**src/rbms_regs.svh**
```systemverilog
// constants for the reset and boot-mode sequencer
`ifndef RBMS_REGS_SVH
`define RBMS_REGS_SVH
// ----------------------------------------------------------------
// timing figures
// ----------------------------------------------------------------
`define RBMS_CLK_MHZ 250
`define RBMS_SHORT_US 4000
`define RBMS_PROG_US 5200
`define RBMS_BOOT_US 1000
// cycle counts derived from the figures
`define RBMS_SHORT_CYC (`RBMS_SHORT_US * `RBMS_CLK_MHZ)
`define RBMS_PROG_CYC (`RBMS_PROG_US * `RBMS_CLK_MHZ)
`define RBMS_BOOT_CYC (`RBMS_BOOT_US * `RBMS_CLK_MHZ - 1)
// wake timer: 2 s and 256 s ranges, 8 bit fraction
`define RBMS_WAKE_RANGE_S_SHORT 2
`define RBMS_WAKE_RANGE_S_LONG 256
`define RBMS_WAKE_FRAC_BITS 8
// cause code reset value
`define RBMS_CAUSE_RST 3'h0
`endif

```
**src/rbms_pkg.sv**
```systemverilog
// types shared by the reset and boot-mode sequencer
package rbms_pkg;
    // latched reset cause
    typedef enum logic [2:0]
    {
        CAUSE_POWER = 3'h0,
        CAUSE_BROWN = 3'h1,
        CAUSE_PIN = 3'h2,
        CAUSE_WAKE = 3'h3,
        CAUSE_WDOG = 3'h4,
        CAUSE_SOFT = 3'h5
    } rbms_cause_t;
    // boot state of the chip
    typedef enum logic [2:0]
    {
        ST_RESET = 3'h0,
        ST_BOOT = 3'h1,
        ST_ACTIVE = 3'h2,
        ST_PROG_PIN = 3'h3,
        ST_PROG_HOST = 3'h4,
        ST_PROG_NVM = 3'h5
    } rbms_state_t;
endpackage : rbms_pkg

```
**src/rbms_sequencer.sv**
```systemverilog
// reset and boot-mode sequencer top
// Contract
// short pin pulse resets into active
// 5.2 ms pin low enters programming
// measure pin low time, classify it
// pins pulled high in active, programming
// programming states hold processor stopped
// host drives reset pin and serial
// host-configured programming needs no pin
// flag sends next reset to programming
// host drives pin and SPI for NVM
// programming opens code and info pages; ST_PROG_NVM leaves them closed
// power-on holds chip in reset
// brown-out forces reset in all modes
// boot sequence finishes within 1 ms
// six reset sources supported
// latch last reset cause for software
// hard resets return pins to input
// wake and soft resets keep pins
// wake timer 2 s or 256 s range
// wake timer self calibrates to clock
// ----------------------------------------------------------------
// shared constants
// ----------------------------------------------------------------
`include "rbms_regs.svh"
module rbms_sequencer
#(
    parameter int SHORT_CYC = `RBMS_SHORT_CYC,
    parameter int PROG_CYC = `RBMS_PROG_CYC,
    parameter int BOOT_CYC = `RBMS_BOOT_CYC
)
(
    // clock and reset
    input wire logic mclk,
    input wire logic rstn,
    // reset sources
    input wire logic powerOk,
    input wire logic brownOutN,
    input wire logic resetPinN,
    input wire logic watchdogExpire,
    input wire logic softReset,
    // boot configuration
    input wire logic progNextReset,
    input wire logic nvmProgSelect,
    input wire logic progExit,
    // wake timer
    input wire logic slowTick,
    input wire logic wakeRun,
    input wire logic wakeLongRange,
    input wire logic [7:0] wakeFrac,
    // status
    output rbms_pkg::rbms_cause_t resetCause,
    output rbms_pkg::rbms_state_t bootState,
    // core control
    output logic coreResetN,
    output logic coreRun,
    output logic pinPullUp,
    output logic pinIoReset,
    // programming access
    output logic progListenUart,
    output logic progListenUsb,
    output logic progFlashAccess,
    output logic progSpiEnable
);
    import rbms_pkg::*;
    // ----------------------------------------------------------------
    // state
    // ----------------------------------------------------------------
    // sequencer state in one record, apart from the output control flops
    typedef struct packed
    {
        logic [2:0] pinSync;      // pin synchroniser
        logic [2:0] bodSync;      // brown-out synchroniser
        logic [2:0] porSync;      // power-ok synchroniser
        logic brownGood; // supply above brown-out, agreed level
        logic powerGood; // supply up, agreed level
        logic [31:0] lowCnt;      // pin low duration
        logic [31:0] bootCnt;     // boot delay
        logic progFlag;           // sticky programming request
        logic goProg;             // this boot ends in programming
        logic goHost;             // host-configured entry
        rbms_cause_t cause;
        rbms_state_t state;
        logic ioReset;
    } rbms_seq_t;
    rbms_seq_t s_q, s_d;
    logic wakeExpire;
    logic pinLow;
    logic pinRise;
    logic hardHit;
    // ----------------------------------------------------------------
    // wake timer
    // ----------------------------------------------------------------
    // autonomous wake timer, its expiry is a pin-keeping source
    rbms_wake_timer u_wake
    (
        .mclk(mclk),
        .rstn(rstn),
        .slowTick(slowTick),
        .wakeRun(wakeRun),
        .wakeLongRange(wakeLongRange),
        .wakeFrac(wakeFrac),
        .wakeExpire(wakeExpire)
    );
    // ----------------------------------------------------------------
    // pin classification
    // ----------------------------------------------------------------
    // pin low once stages two and three agree; a glitch that only
    // reaches stage one or two never starts a reset
    assign pinLow = !s_q.pinSync[1] && !s_q.pinSync[2];
    // release once both stages read high after a counted low
    assign pinRise = s_q.pinSync[1] && s_q.pinSync[2] && s_q.lowCnt != 0;
    // ----------------------------------------------------------------
    // outputs straight from flops
    // ----------------------------------------------------------------
    assign resetCause = s_q.cause; // readable after boot
    assign bootState = s_q.state;
    // controls follow the next state, so they switch on the same edge
    // as bootState and never lag it by a cycle
    always_ff @(posedge mclk or negedge rstn)
    begin
        if (!rstn)
        begin
            coreResetN <= 1'b0;
            coreRun <= 1'b0;
            pinPullUp <= 1'b1;
            pinIoReset <= 1'b1;
            progListenUart <= 1'b0;
            progListenUsb <= 1'b0;
            progFlashAccess <= 1'b0;
            progSpiEnable <= 1'b0;
        end
        else
        begin
            // core runs only in active
            coreResetN <= s_d.state == ST_ACTIVE;
            coreRun <= s_d.state == ST_ACTIVE;
            // pull-ups in active and programming
            pinPullUp <= s_d.state != ST_BOOT || s_d.ioReset;
            pinIoReset <= s_d.ioReset;
            progListenUart <= s_d.state == ST_PROG_PIN
                || s_d.state == ST_PROG_HOST;
            progListenUsb <= s_d.state == ST_PROG_HOST;
            progFlashAccess <= s_d.state == ST_PROG_PIN
                || s_d.state == ST_PROG_HOST;
            progSpiEnable <= s_d.state == ST_PROG_NVM;
        end
    end
    // ----------------------------------------------------------------
    // next state
    // ----------------------------------------------------------------
    always_comb
    begin
        s_d = s_q;
        s_d.pinSync = {s_q.pinSync[1:0], resetPinN};
        s_d.bodSync = {s_q.bodSync[1:0], brownOutN};
        s_d.porSync = {s_q.porSync[1:0], powerOk};
        hardHit = 1'b0;
        // supply levels change once stages two and three agree, so one
        // noisy sample on a slow supply edge is ignored
        if (s_q.porSync[1] == s_q.porSync[2])
            s_d.powerGood = s_q.porSync[2];
        if (s_q.bodSync[1] == s_q.bodSync[2])
            s_d.brownGood = s_q.bodSync[2];
        // flag survives the reset it asks for, cleared only on exit
        // request flag set wins over clear by exit
        if (progNextReset)
            s_d.progFlag = 1'b1;
        else if (progExit && s_q.state == ST_PROG_HOST)
            s_d.progFlag = 1'b0;
        // pin low time measured in system clocks
        if (pinLow)
            s_d.lowCnt = (s_q.lowCnt == 32'hFFFFFFFF) ? s_q.lowCnt
                                                       : s_q.lowCnt + 1;
        else if (s_q.pinSync[1] && s_q.pinSync[2])
            s_d.lowCnt = 32'h0; // cleared only once release is agreed
        // stages disagree: keep the count, the release edge needs it
        // a higher source masks all below it in the same cycle
        // sources by priority
        if (!s_q.powerGood)
        begin
            s_d.cause = CAUSE_POWER; // held until supply good
            hardHit = 1'b1;
        end
        else if (!s_q.brownGood)
        begin
            s_d.cause = CAUSE_BROWN; // any state
            hardHit = 1'b1;
        end
        else if (pinLow)
        begin
            // core stays in reset while the low count runs
            s_d.state = ST_RESET; // hold in reset while pin low
            s_d.ioReset = 1'b1;
        end
        else if (pinRise)
        begin
            s_d.cause = CAUSE_PIN; // on de-assertion
            hardHit = 1'b1;
            // long hold enters programming, else normal
            s_d.goProg = s_q.lowCnt >= 32'(PROG_CYC);
            s_d.goHost = s_q.progFlag;
        end
        else if (watchdogExpire)
        begin
            // watchdog restarts with pins back to input
            s_d.cause = CAUSE_WDOG;
            hardHit = 1'b1;
        end
        else if (wakeExpire || softReset)
        begin
            // both keep the pins, so io reset stays low
            // pins left alone
            s_d.cause = softReset ? CAUSE_SOFT : CAUSE_WAKE;
            s_d.state = ST_BOOT;
            s_d.bootCnt = 32'h0;
            s_d.ioReset = 1'b0;
            s_d.goProg = 1'b0;
            s_d.goHost = s_q.progFlag; // soft path too
        end
        // hard sources restart the boot with pins back to input; the
        // pin source keeps the programming choice made at release
        if (hardHit)
        begin
            s_d.state = ST_BOOT;
            s_d.bootCnt = 32'h0;
            s_d.ioReset = 1'b1; // pins back to input
            if (s_d.cause != CAUSE_PIN)
            begin
                s_d.goProg = 1'b0;
                s_d.goHost = s_q.progFlag;
            end
        end
        else
        begin
            case (s_q.state)
                ST_RESET:
                begin
                    // wait in reset for pin release
                    // the release itself is taken as a pin source
                end
                ST_BOOT:
                begin
                    // bring up core within boot time
                    if (s_q.bootCnt >= 32'(BOOT_CYC))
                    begin
                        s_d.ioReset = 1'b0;
                        if (s_q.goHost)
                            s_d.state = ST_PROG_HOST;
                        else if (s_q.goProg && nvmProgSelect)
                            s_d.state = ST_PROG_NVM;
                        else if (s_q.goProg)
                            s_d.state = ST_PROG_PIN;
                        else
                            s_d.state = ST_ACTIVE;
                    end
                    else
                        s_d.bootCnt = s_q.bootCnt + 1;
                end
                ST_ACTIVE, ST_PROG_PIN, ST_PROG_NVM:
                begin
                    // leave only through a reset
                    // or a soft or wake request
                end
                ST_PROG_HOST:
                begin
                    // host ends programming, reboot normal
                    if (progExit)
                    begin
                        s_d.state = ST_BOOT;
                        s_d.bootCnt = 32'h0;
                        s_d.goHost = 1'b0;
                    end
                end
                default:
                    s_d.state = ST_RESET;
            endcase
        end
        // a low time at the short limit is a plain reset: it never
        // programs, and anything up to the programming limit is
        // treated the same way
        if (s_q.lowCnt == 32'(SHORT_CYC) && !pinLow)
            s_d.goProg = 1'b0;
    end
    // ----------------------------------------------------------------
    // register
    // ----------------------------------------------------------------
    always_ff @(posedge mclk or negedge rstn)
    begin
        if (!rstn)
        begin
            // supply flags start low, so the first boot is a power cause
            s_q <= '0;
            // pin idles high, so no false low follows reset
            s_q.pinSync <= 3'h7;
            s_q.cause <= CAUSE_POWER;
            s_q.state <= ST_RESET;
            s_q.ioReset <= 1'b1;
        end
        else
            s_q <= s_d;
    end
endmodule : rbms_sequencer

```
**src/rbms_wake_timer.sv**
```systemverilog
// wake timer with range select and self calibration
module rbms_wake_timer
#(
    parameter int CAL_W = 32
)
(
    // clock and reset
    input wire logic mclk,
    input wire logic rstn,
    // calibration tick from the slow oscillator, already synchronous
    input wire logic slowTick,
    // configuration
    input wire logic wakeRun,
    input wire logic wakeLongRange,
    input wire logic [7:0] wakeFrac,
    // expiry pulse
    output logic wakeExpire
);
    import rbms_pkg::*;
    // ----------------------------------------------------------------
    // state
    // ----------------------------------------------------------------
    typedef struct packed
    {
        logic [CAL_W-1:0] cycPerTick; // measured clocks per slow tick, less one
        logic [CAL_W-1:0] calCnt;     // running measurement
        logic [CAL_W-1:0] subCnt;     // clocks in current tick
        logic [15:0] tickCnt;         // slow ticks elapsed
        logic expire;
    } rbms_wt_t;
    rbms_wt_t s_q, s_d;
    logic [15:0] target;
    assign wakeExpire = s_q.expire;
    // target in 1/128 s ticks: frac*2/256 s or frac*256/256 s
    assign target = wakeLongRange ? {1'h0, wakeFrac, 7'h00}
                                  : {8'h00, wakeFrac};
    // ----------------------------------------------------------------
    // next state: recalibrate on every slow tick
    // ----------------------------------------------------------------
    always_comb
    begin
        s_d = s_q;
        s_d.expire = 1'b0;
        s_d.calCnt = s_q.calCnt + 1'b1;
        if (slowTick)
        begin
            s_d.cycPerTick = s_q.calCnt; // tracks clock drift
            s_d.calCnt = '0;
        end
        if (!wakeRun)
        begin
            s_d.subCnt = '0;
            s_d.tickCnt = 16'h0000;
        end
        else if (s_q.subCnt >= s_q.cycPerTick)
        begin
            // one calibrated tick elapsed
            s_d.subCnt = '0;
            // the tick that completes the target count expires
            if (s_q.tickCnt + 16'h0001 >= target)
            begin
                s_d.expire = 1'b1; // timeout
                s_d.tickCnt = 16'h0000;
            end
            else
                s_d.tickCnt = s_q.tickCnt + 16'h0001;
        end
        else
            s_d.subCnt = s_q.subCnt + 1'b1;
    end
    // ----------------------------------------------------------------
    // register
    // ----------------------------------------------------------------
    always_ff @(posedge mclk or negedge rstn)
    begin
        if (!rstn)
            s_q <= '0;
        else
            s_q <= s_d;
    end
endmodule : rbms_wake_timer

```
**config.mk**
```make
export PLATFORM = sky130hd
export DESIGN_NAME = rbms_sequencer
export DESIGN_NICKNAME = d
export VERILOG_FILES = /design/src/rbms_pkg.sv /design/src/rbms_sequencer.sv /design/src/rbms_wake_timer.sv
export VERILOG_INCLUDE_DIRS = /design/src
export SDC_FILE = /design/constraint.sdc
export NUM_CORES = 1
export LEC_CHECK = 0
export ABC_CLOCK_PERIOD_IN_PS = 2750
export BUFFER_PORTS_ARGS = -buffer_cell sky130_fd_sc_hd__buf_2
export CORE_MARGIN = 8
export CORE_UTILIZATION = 57
export DETAILED_ROUTE_END_ITERATION = 7
export GPL_TIMING_DRIVEN = 0
export PLACE_DENSITY = 0.83
export SETUP_SLACK_MARGIN = 0.5
export SYNTH_ARGS = -nofsm -noshare
export SYNTH_HDL_FRONTEND = slang
export SYNTH_SLANG_ARGS = --single-unit
export TNS_END_PERCENT = 1
```
**constraint.sdc**
```tcl
create_clock -name mclk -period 2.75 [get_ports mclk]
set_input_delay 0.1375 -clock mclk [delete_from_list [all_inputs] [get_ports mclk]]
set_output_delay 0.1375 -clock mclk [all_outputs]
set_load 0.05 [all_outputs]
```
==> impl_metrics.py, run 1 <==
metrics = {
    "sta": {
        "finClkSkew_ps": 16.0,
        "hold_viol": 0,
        "tightestPinTransition_ps": 818,
        "period_share_pct": 105,
        "finalSetupViolations": 15,
        "final.setup.worst_slack_ps": -128,
        "max-slew-margin-rel_pct": 45.5,
        "max_freq_mhz": 347,
        "maxSlewViolCount": 0,
        "period_needed_ps": 2880,
        "rsz0062_at_grt": "true",
    },
    "critical_path": {
        "crit_buf_inv": 1,
        "critical_path_arrival_ps": 3300,
        "critical_path_peak_fanout": 5,
        "cp_top_family": "compound AO/OA/AOI/OAI gates",
        "cp_slowest_stage_delay_ps": 380,
        "reg2regPathDepth": 12,
        "crit_chain": "ha_2 > nand4_1 > nor2_1 > xor2_1 > ha_1 > nand4_1 > o221ai_2 > o2111a_1 > a21oi_4 > buf_6 > nand3_1 > o21ai_1",
        "cp_slowest_cell": "dfrtp_1",
        "path_common_cell": "nand4_1",
        "crit_required_ps": 3170,
        "start_kind": "flop",
        "r2r_start": "u_wake.s_q[2]",
        "crit_type": "flop to flop",
        "reg2reg_slack_ps": -130,
        "reg2reg_to": "u_wake.s_q[8]",
        "cp-end-kind": "flop",
    },
    "cells_and_area": {
        "layout-drive-gt1-share_pct": 19.4,
        "design_area_um2": 12800,
        "num-fill-cells": 1328,
        "diodes": 0,
        "final_cells": 1468,
        "nets": 1292,
        "synthToLayoutAreaGrowth_pct": 20.6,
    },
    "synth": {
        "synth_nets": 1203,
        "synth-seq-cells": 203,
        "yosys.area.top_type": "dfrtp_1",
        "synth_seq_area_share_pct": 47.8,
        "synth_edf_count": 0,
        "avgSynthCellArea_um2": 9.43,
        "yosysWarnings": 0,
        "synth_area_um2": 10700,
        "ys.flop_type": "dfrtp_1",
        "synth_top_area_share_pct": 46.5,
        "synthMostInstantiatedCell": "dfrtp_1",
        "synth.distinct_cells": 76,
        "async_reset_ff_share_pct": 100,
        "yosys-top-cells-count": "198 x dfrtp_1, 119 x nor2_1, 112 x nand2_1, 95 x o21ai_0, 92 x nand3_1",
        "syn_inst": 1129,
        "synth.area.top_cells": "dfrtp_1 47%, ha_1 6.2%, o21ai_0 4.5%",
    },
    "power": {
        "peakVddDrop_mv": 0.545,
        "intPower_mw": 5.37,
        "clock_power_share_pct": 46.7,
        "netSwitchingPower_mw": 1.69,
        "fin_total_pwr_mw": 7.06,
        "seqPwrFrac_pct": 43.7,
        "leakagePower_nw": 5.67,
        "swShare_pct": 24.0,
        "power.density_nw_per_um2": 550,
        "power_frac_comb_pct": 9.6,
    },
    "placement": {
        "portBuffers": 32,
        "place_inst": 1396,
        "dpl.hpwl_um": 15900,
        "gp_congestion": 0.865,
        "dpl_cell_area_um2": 11200,
    },
    "flow_run": {
        "maxCapViolCount": 0,
    },
    "routing": {
        "wl_per_cell_um": 17.3,
        "drt_iter0_drc": 539,
        "first_pass_iters": 5,
        "via_count": 8866,
        "drtAntennaViolNets": 0,
        "routed_wl_um": 25400,
        "via_per_inst": 6.04,
        "drc": 0,
    },
    "min_path": {
        "hold_depth": 2,
        "hold_class": "primary input to flop",
        "hold_end": "u_wake.s_q[111]",
        "min_from": "slowTick",
    },
    "global_routing": {
        "grt_usage_pct": 20.6,
        "grt_overflow_total": 0,
        "grt_pass1_wl_um": 41100,
        "antenna_found_initial": 0,
        "grt_pass1_vias": 8695,
        "grt_max_degree": 110,
    },
    "clocking": {
        "clk_latency_ps": 510,
        "cts_tree": "yes",
        "clk_pin_slew_ps": 60,
        "clockRootBuffer": "clkbuf_16",
        "clock-sinks": 203,
        "cts_made_buffers": 23,
        "htree_levels": 1,
        "cts_buffer_depth": 3,
    },
    "floorplanning": {
        "ios": 35,
        "core_um2": 18500,
        "die_width_um": 153,
        "start_util_pct": 57.5,
        "rows": 50,
        "dieHeight_um": 153,
        "dieArea_um2": 23300,
    },
    "outcome": {
        "failed_checks": "setup timing",
        "status": "finished, violations left",
    },
}
worst reg2reg max path, stage by stage, from the launching register on:
cell      delay [ps]
dfrtp_1          380
ha_2             190
nand4_1          220
nor2_1           220
xor2_1           270
ha_1             290
nand4_1          130
o221ai_2         120
o2111a_1         300
a21oi_4          230
buf_6            170
nand3_1           80
o21ai_1          200
power by group through the flow:
stage               Combinational (mW)  Sequential [mW]  Clock [mW]
floorplan                        0.344             3.13           0
global placement                 0.520             3.14           0
detailed placement               0.539             3.14           0
CTS                              0.607             3.08        3.33
global route                     0.750             3.09        3.47
finish                           0.679             3.09        3.30
sequential cells by signal, indices dropped and copies added (netlist names):
signal and flops:
s_q 73, pinPullUp 1, resetCause 3, bootState 3, progSpiEnable 1, u_wake.wakeExpire 1, s_d 6, progFlashAccess 1
u_wake.s_q 112, coreRun 1, progListenUsb 1
per-stage QoR:
stage	setup TNS (ps)	hold WS [ps]	worst slack, ps	util (%)
floorplan	0	-158	258	-
global placement	-355770	243	-1770	60.3
detailed placement	-8190	246	-206	60.5
CTS	0	3.82	51.5	66.5
global route	-4950	37.6	-254	69.4
finish	-1170	11.3	-128	69.4
cells by family after synthesis:
group           share of synthesized area, %
buf+inv                                 3.66
simple gates                            23.4
flops                                   47.8
compound gates                          11.8
xor+xnor                                6.00
fa+ha+maj                               6.41
mux                                    0.881
worst max path at each step:
stage                                 to  slack, ps           start  depth (start not counted)
after floorplan            u_wake.s_q[1]        260   u_wake.s_q[6]                         12
after global placement    u_wake.s_q[55]      -1770            rstn                          1
after detailed placement   u_wake.s_q[9]       -210  u_wake.s_q[34]                          9
after CTS                 u_wake.s_q[15]         50   u_wake.s_q[2]                         12
after global routing       u_wake.s_q[8]       -250   u_wake.s_q[1]                         12
final                      u_wake.s_q[8]       -130   u_wake.s_q[2]                         12
metal layers:
layer	share of wire (%)	up-vias	global-route usage (%)
met2	51	267	35.2
met5	0	-	0
met1	41	4327	25.8
met3	4.5	99	3.32
li1	-	4173	-
met4	3.7	0	7.87
cells in the final DEF, fill, tap and decap left out, types with 30 or more instances in the layout:
cell / Yosys / layout
inv_1: 45 / 43
o21ai_0: 95 / 71
nor2_1: 119 / 106
nand3_1: 92 / 88
nand2_1: 112 / 110
buf_2: 5 / 36
a21oi_1: 39 / 36
buf_4: 8 / 34
ha_1: 53 / 50
dfrtp_1: 198 / 193
xnor2_1: 33 / 30
xor2_1: 40 / 38
cell type report:
cell class                      instances  area [um^2]  area share, %
Timing Repair Buffer                   64          445           3.47
Clock buffer                           35          681           5.30
Sequential cell                       203         5090           39.6
Clock inverter                          6          141           1.10
Inverter                               46          173           1.34
Tap cell                              234          293           2.28
Multi-Input combinational cell        834         5750           44.7
Buffer                                 46          278           2.16
repair_timing:
item	CTS	global route
buffers inserted	22	2
setup endpoints to repair	103	121
gates resized for setup	20	145
hold buffers	6	0
cloned	1	0
pin swaps	13	66
hold endpoints to repair	111	0
(Power assumes the default switching activity.)
==> inputs of run 2 (changes only) <==
--- a/config.mk
+++ b/config.mk
@@ -8,7 +8,8 @@
 export LEC_CHECK = 0
 export ABC_CLOCK_PERIOD_IN_PS = 2750
 export BUFFER_PORTS_ARGS = -buffer_cell sky130_fd_sc_hd__buf_2
-export CORE_MARGIN = 8
+export CORE_ASPECT_RATIO = 0.9
+export CORE_MARGIN = 2
 export CORE_UTILIZATION = 57
 export DETAILED_ROUTE_END_ITERATION = 7
 export GPL_TIMING_DRIVEN = 0
==> run 2 against run 1 <==
Compared with the run above: the flow still finishes with violations (setup timing); register-to-register slack lost 130 ps; clock skew decreased by 6.6 ps; final area rose by 3.2%; non-clock buffer count is 8 higher; critical path type unchanged; worst hold slack better by 11 ps; final cell count grew 1.0%.
==> impl_metrics.py, run 2 (synthesis results as in run 1) <==
metrics = {
    "outcome": {
        "status": "finished, violations left",
        "failed_checks": "setup timing",
    },
    "critical_path": {
        "crit_buf_inv": 1,
        "crit_chain": "and3_4 > nand3_4 > nor2_2 > xnor2_2 > ha_1 > a211oi_2 > o221ai_2 > o2111a_1 > a21oi_4 > buf_6 > nand3_1 > o21ai_1",
        "reg2reg_to": "u_wake.s_q[15]",
        "reg2reg_slack_ps": -260,
        "r2r_start": "u_wake.s_q[1]",
        "crit_required_ps": 3150,
        "cp_slowest_stage_delay_ps": 400,
        "reg2regPathDepth": 12,
        "cp-endpoint": "u_wake.s_q[15]",
        "cp-startpoint": "u_wake.s_q[1]",
        "cp_slowest_cell": "dfrtp_1",
        "cp_top_family": "compound AO/OA/AOI/OAI gates",
        "critical_path_peak_fanout": 6,
        "start_kind": "flop",
        "critical_path_arrival_ps": 3420,
        "crit_type": "flop to flop",
        "cp-end-kind": "flop",
        "cp.depth": 12,
    },
    "floorplanning": {
        "dieArea_um2": 19800,
        "rows": 47,
        "core_um2": 18300,
        "ios": 35,
        "start_util_pct": 58.1,
        "dieHeight_um": 134,
        "die_width_um": 148,
    },
    "routing": {
        "drtAntennaViolNets": 0,
        "routed_wl_um": 27700,
        "first_pass_iters": 5,
        "via_count": 9137,
        "wl_per_cell_um": 18.7,
        "drt_iter0_drc": 665,
        "drc": 0,
        "via_per_inst": 6.16,
    },
    "cells_and_area": {
        "diodes": 0,
        "post-route-util_pct": 72.3,
        "synthToLayoutAreaGrowth_pct": 24.5,
        "largest_reg_flops": 112,
        "layout_common_cells": "186 x dfrtp_1, 108 x nand2_1, 85 x nand3_1",
        "layout_commonest_cell": "dfrtp_1",
        "num-fill-cells": 1248,
        "layout-drive-gt1-share_pct": 25.6,
        "multiInputGateArea_um2": 6100,
        "seq_area_um2": 5100,
        "nets": 1298,
        "top_register": "u_wake.s_q",
    },
    "sta": {
        "tightestPinTransition_ps": 921,
        "hold_viol": 0,
        "finClkSkew_ps": 9.32,
        "max-slew-margin-rel_pct": 38.6,
        "finalSetupViolations": 16,
        "fin_tns_setup_ps": -2740,
        "period_needed_ps": 3010,
        "final.setup.worst_slack_ps": -261,
        "rsz0062_at_grt": "true",
        "period_share_pct": 110,
        "max_freq_mhz": 332,
        "maxSlewViolCount": 0,
    },
    "power": {
        "swShare_pct": 25.1,
        "power_frac_comb_pct": 11.4,
        "seqPwrFrac_pct": 45.6,
        "power.density_nw_per_um2": 511,
        "netSwitchingPower_mw": 1.70,
        "clock_power_share_pct": 43.0,
        "intPower_mw": 5.07,
        "peakVddDrop_mv": 0.393,
        "leakagePower_nw": 5.68,
    },
    "min_path": {
        "hold_class": "primary input to flop",
        "hold_depth": 2,
    },
    "global_routing": {
        "grt_max_degree": 124,
        "grt_usage_pct": 27.1,
        "antenna_found_initial": 0,
        "grt_pass1_wl_um": 44300,
        "grt_pass1_vias": 9276,
        "grt_overflow_total": 0,
    },
    "placement": {
        "gp_congestion": 0.834,
        "portBuffers": 32,
        "dpl.hpwl_um": 15700,
    },
    "clocking": {
        "clock-sinks": 203,
        "htree_levels": 1,
        "clockRootBuffer": "clkbuf_16",
        "clk_pin_slew_ps": 60,
        "clk_latency_ps": 500,
        "cts_tree": "yes",
        "cts_made_buffers": 21,
        "cts_buffer_depth": 3,
    },
    "flow_run": {
        "maxCapViolCount": 0,
    },
}
run 2: area by class of cell:
type,instances,share of cell area (%)
multi-input cells,834,46.0
flip-flops and latches,203,38.5
clock buffers,29,4.64
repair buffers,72,3.88
plain buffers,46,2.71
well taps,245,2.31
inverters,46,1.32
clock inverters,8,0.679
run 2: worst min-delay path by stage:
stage                           endpoint  slack, ps       from
after floorplan             bootState[0]       -160       rstn
after global placement           s_d[83]        240  resetPinN
after detailed placement         s_d[77]        250    powerOk
after CTS                 u_wake.s_q[58]          8   slowTick
after global routing      u_wake.s_q[58]         30   slowTick
final                     u_wake.s_q[96]         20   slowTick
run 2: repair_timing:
action,CTS,global route
hold endpoints to repair,121,0
gates resized for setup,181,92
setup buffers,33,0
hold buffers,5,0
endpoints found under the setup margin,102,106
gates cloned,1,0
pin swaps,119,77
run 2: metrics by stage:
stage	cell area [um^2]	instances	setup WS [ps]	power [mW]	hold WS [ps]
CTS	12900	1483	-18.6	6.74	7.63
global route	13300	1483	-368	7.01	30.7
global placement	11200	1406	-1760	3.66	245
detailed placement	11200	1407	-345	3.68	247
finish	13300	1483	-261	6.77	21.8
floorplan	10700	1129	258	3.47	-158
run 2: power by group through the flow:
stage	clock network, mW	logic (mW)	registers (mW)
after floorplan	0	0.344	3.13
after detailed placement	0	0.537	3.14
after global placement	0	0.518	3.14
final	2.91	0.772	3.09
after global routing	3.07	0.842	3.09
after CTS	2.94	0.713	3.09
run 2: layer usage:
layer	part of all wire, %	vias to the layer above	GRT usage [%]
met5	0	-	0
met4	3.5	0	10.4
met3	4.8	97	3.84
met2	51	333	47.7
met1	40	4527	34.0
li1	-	4180	-
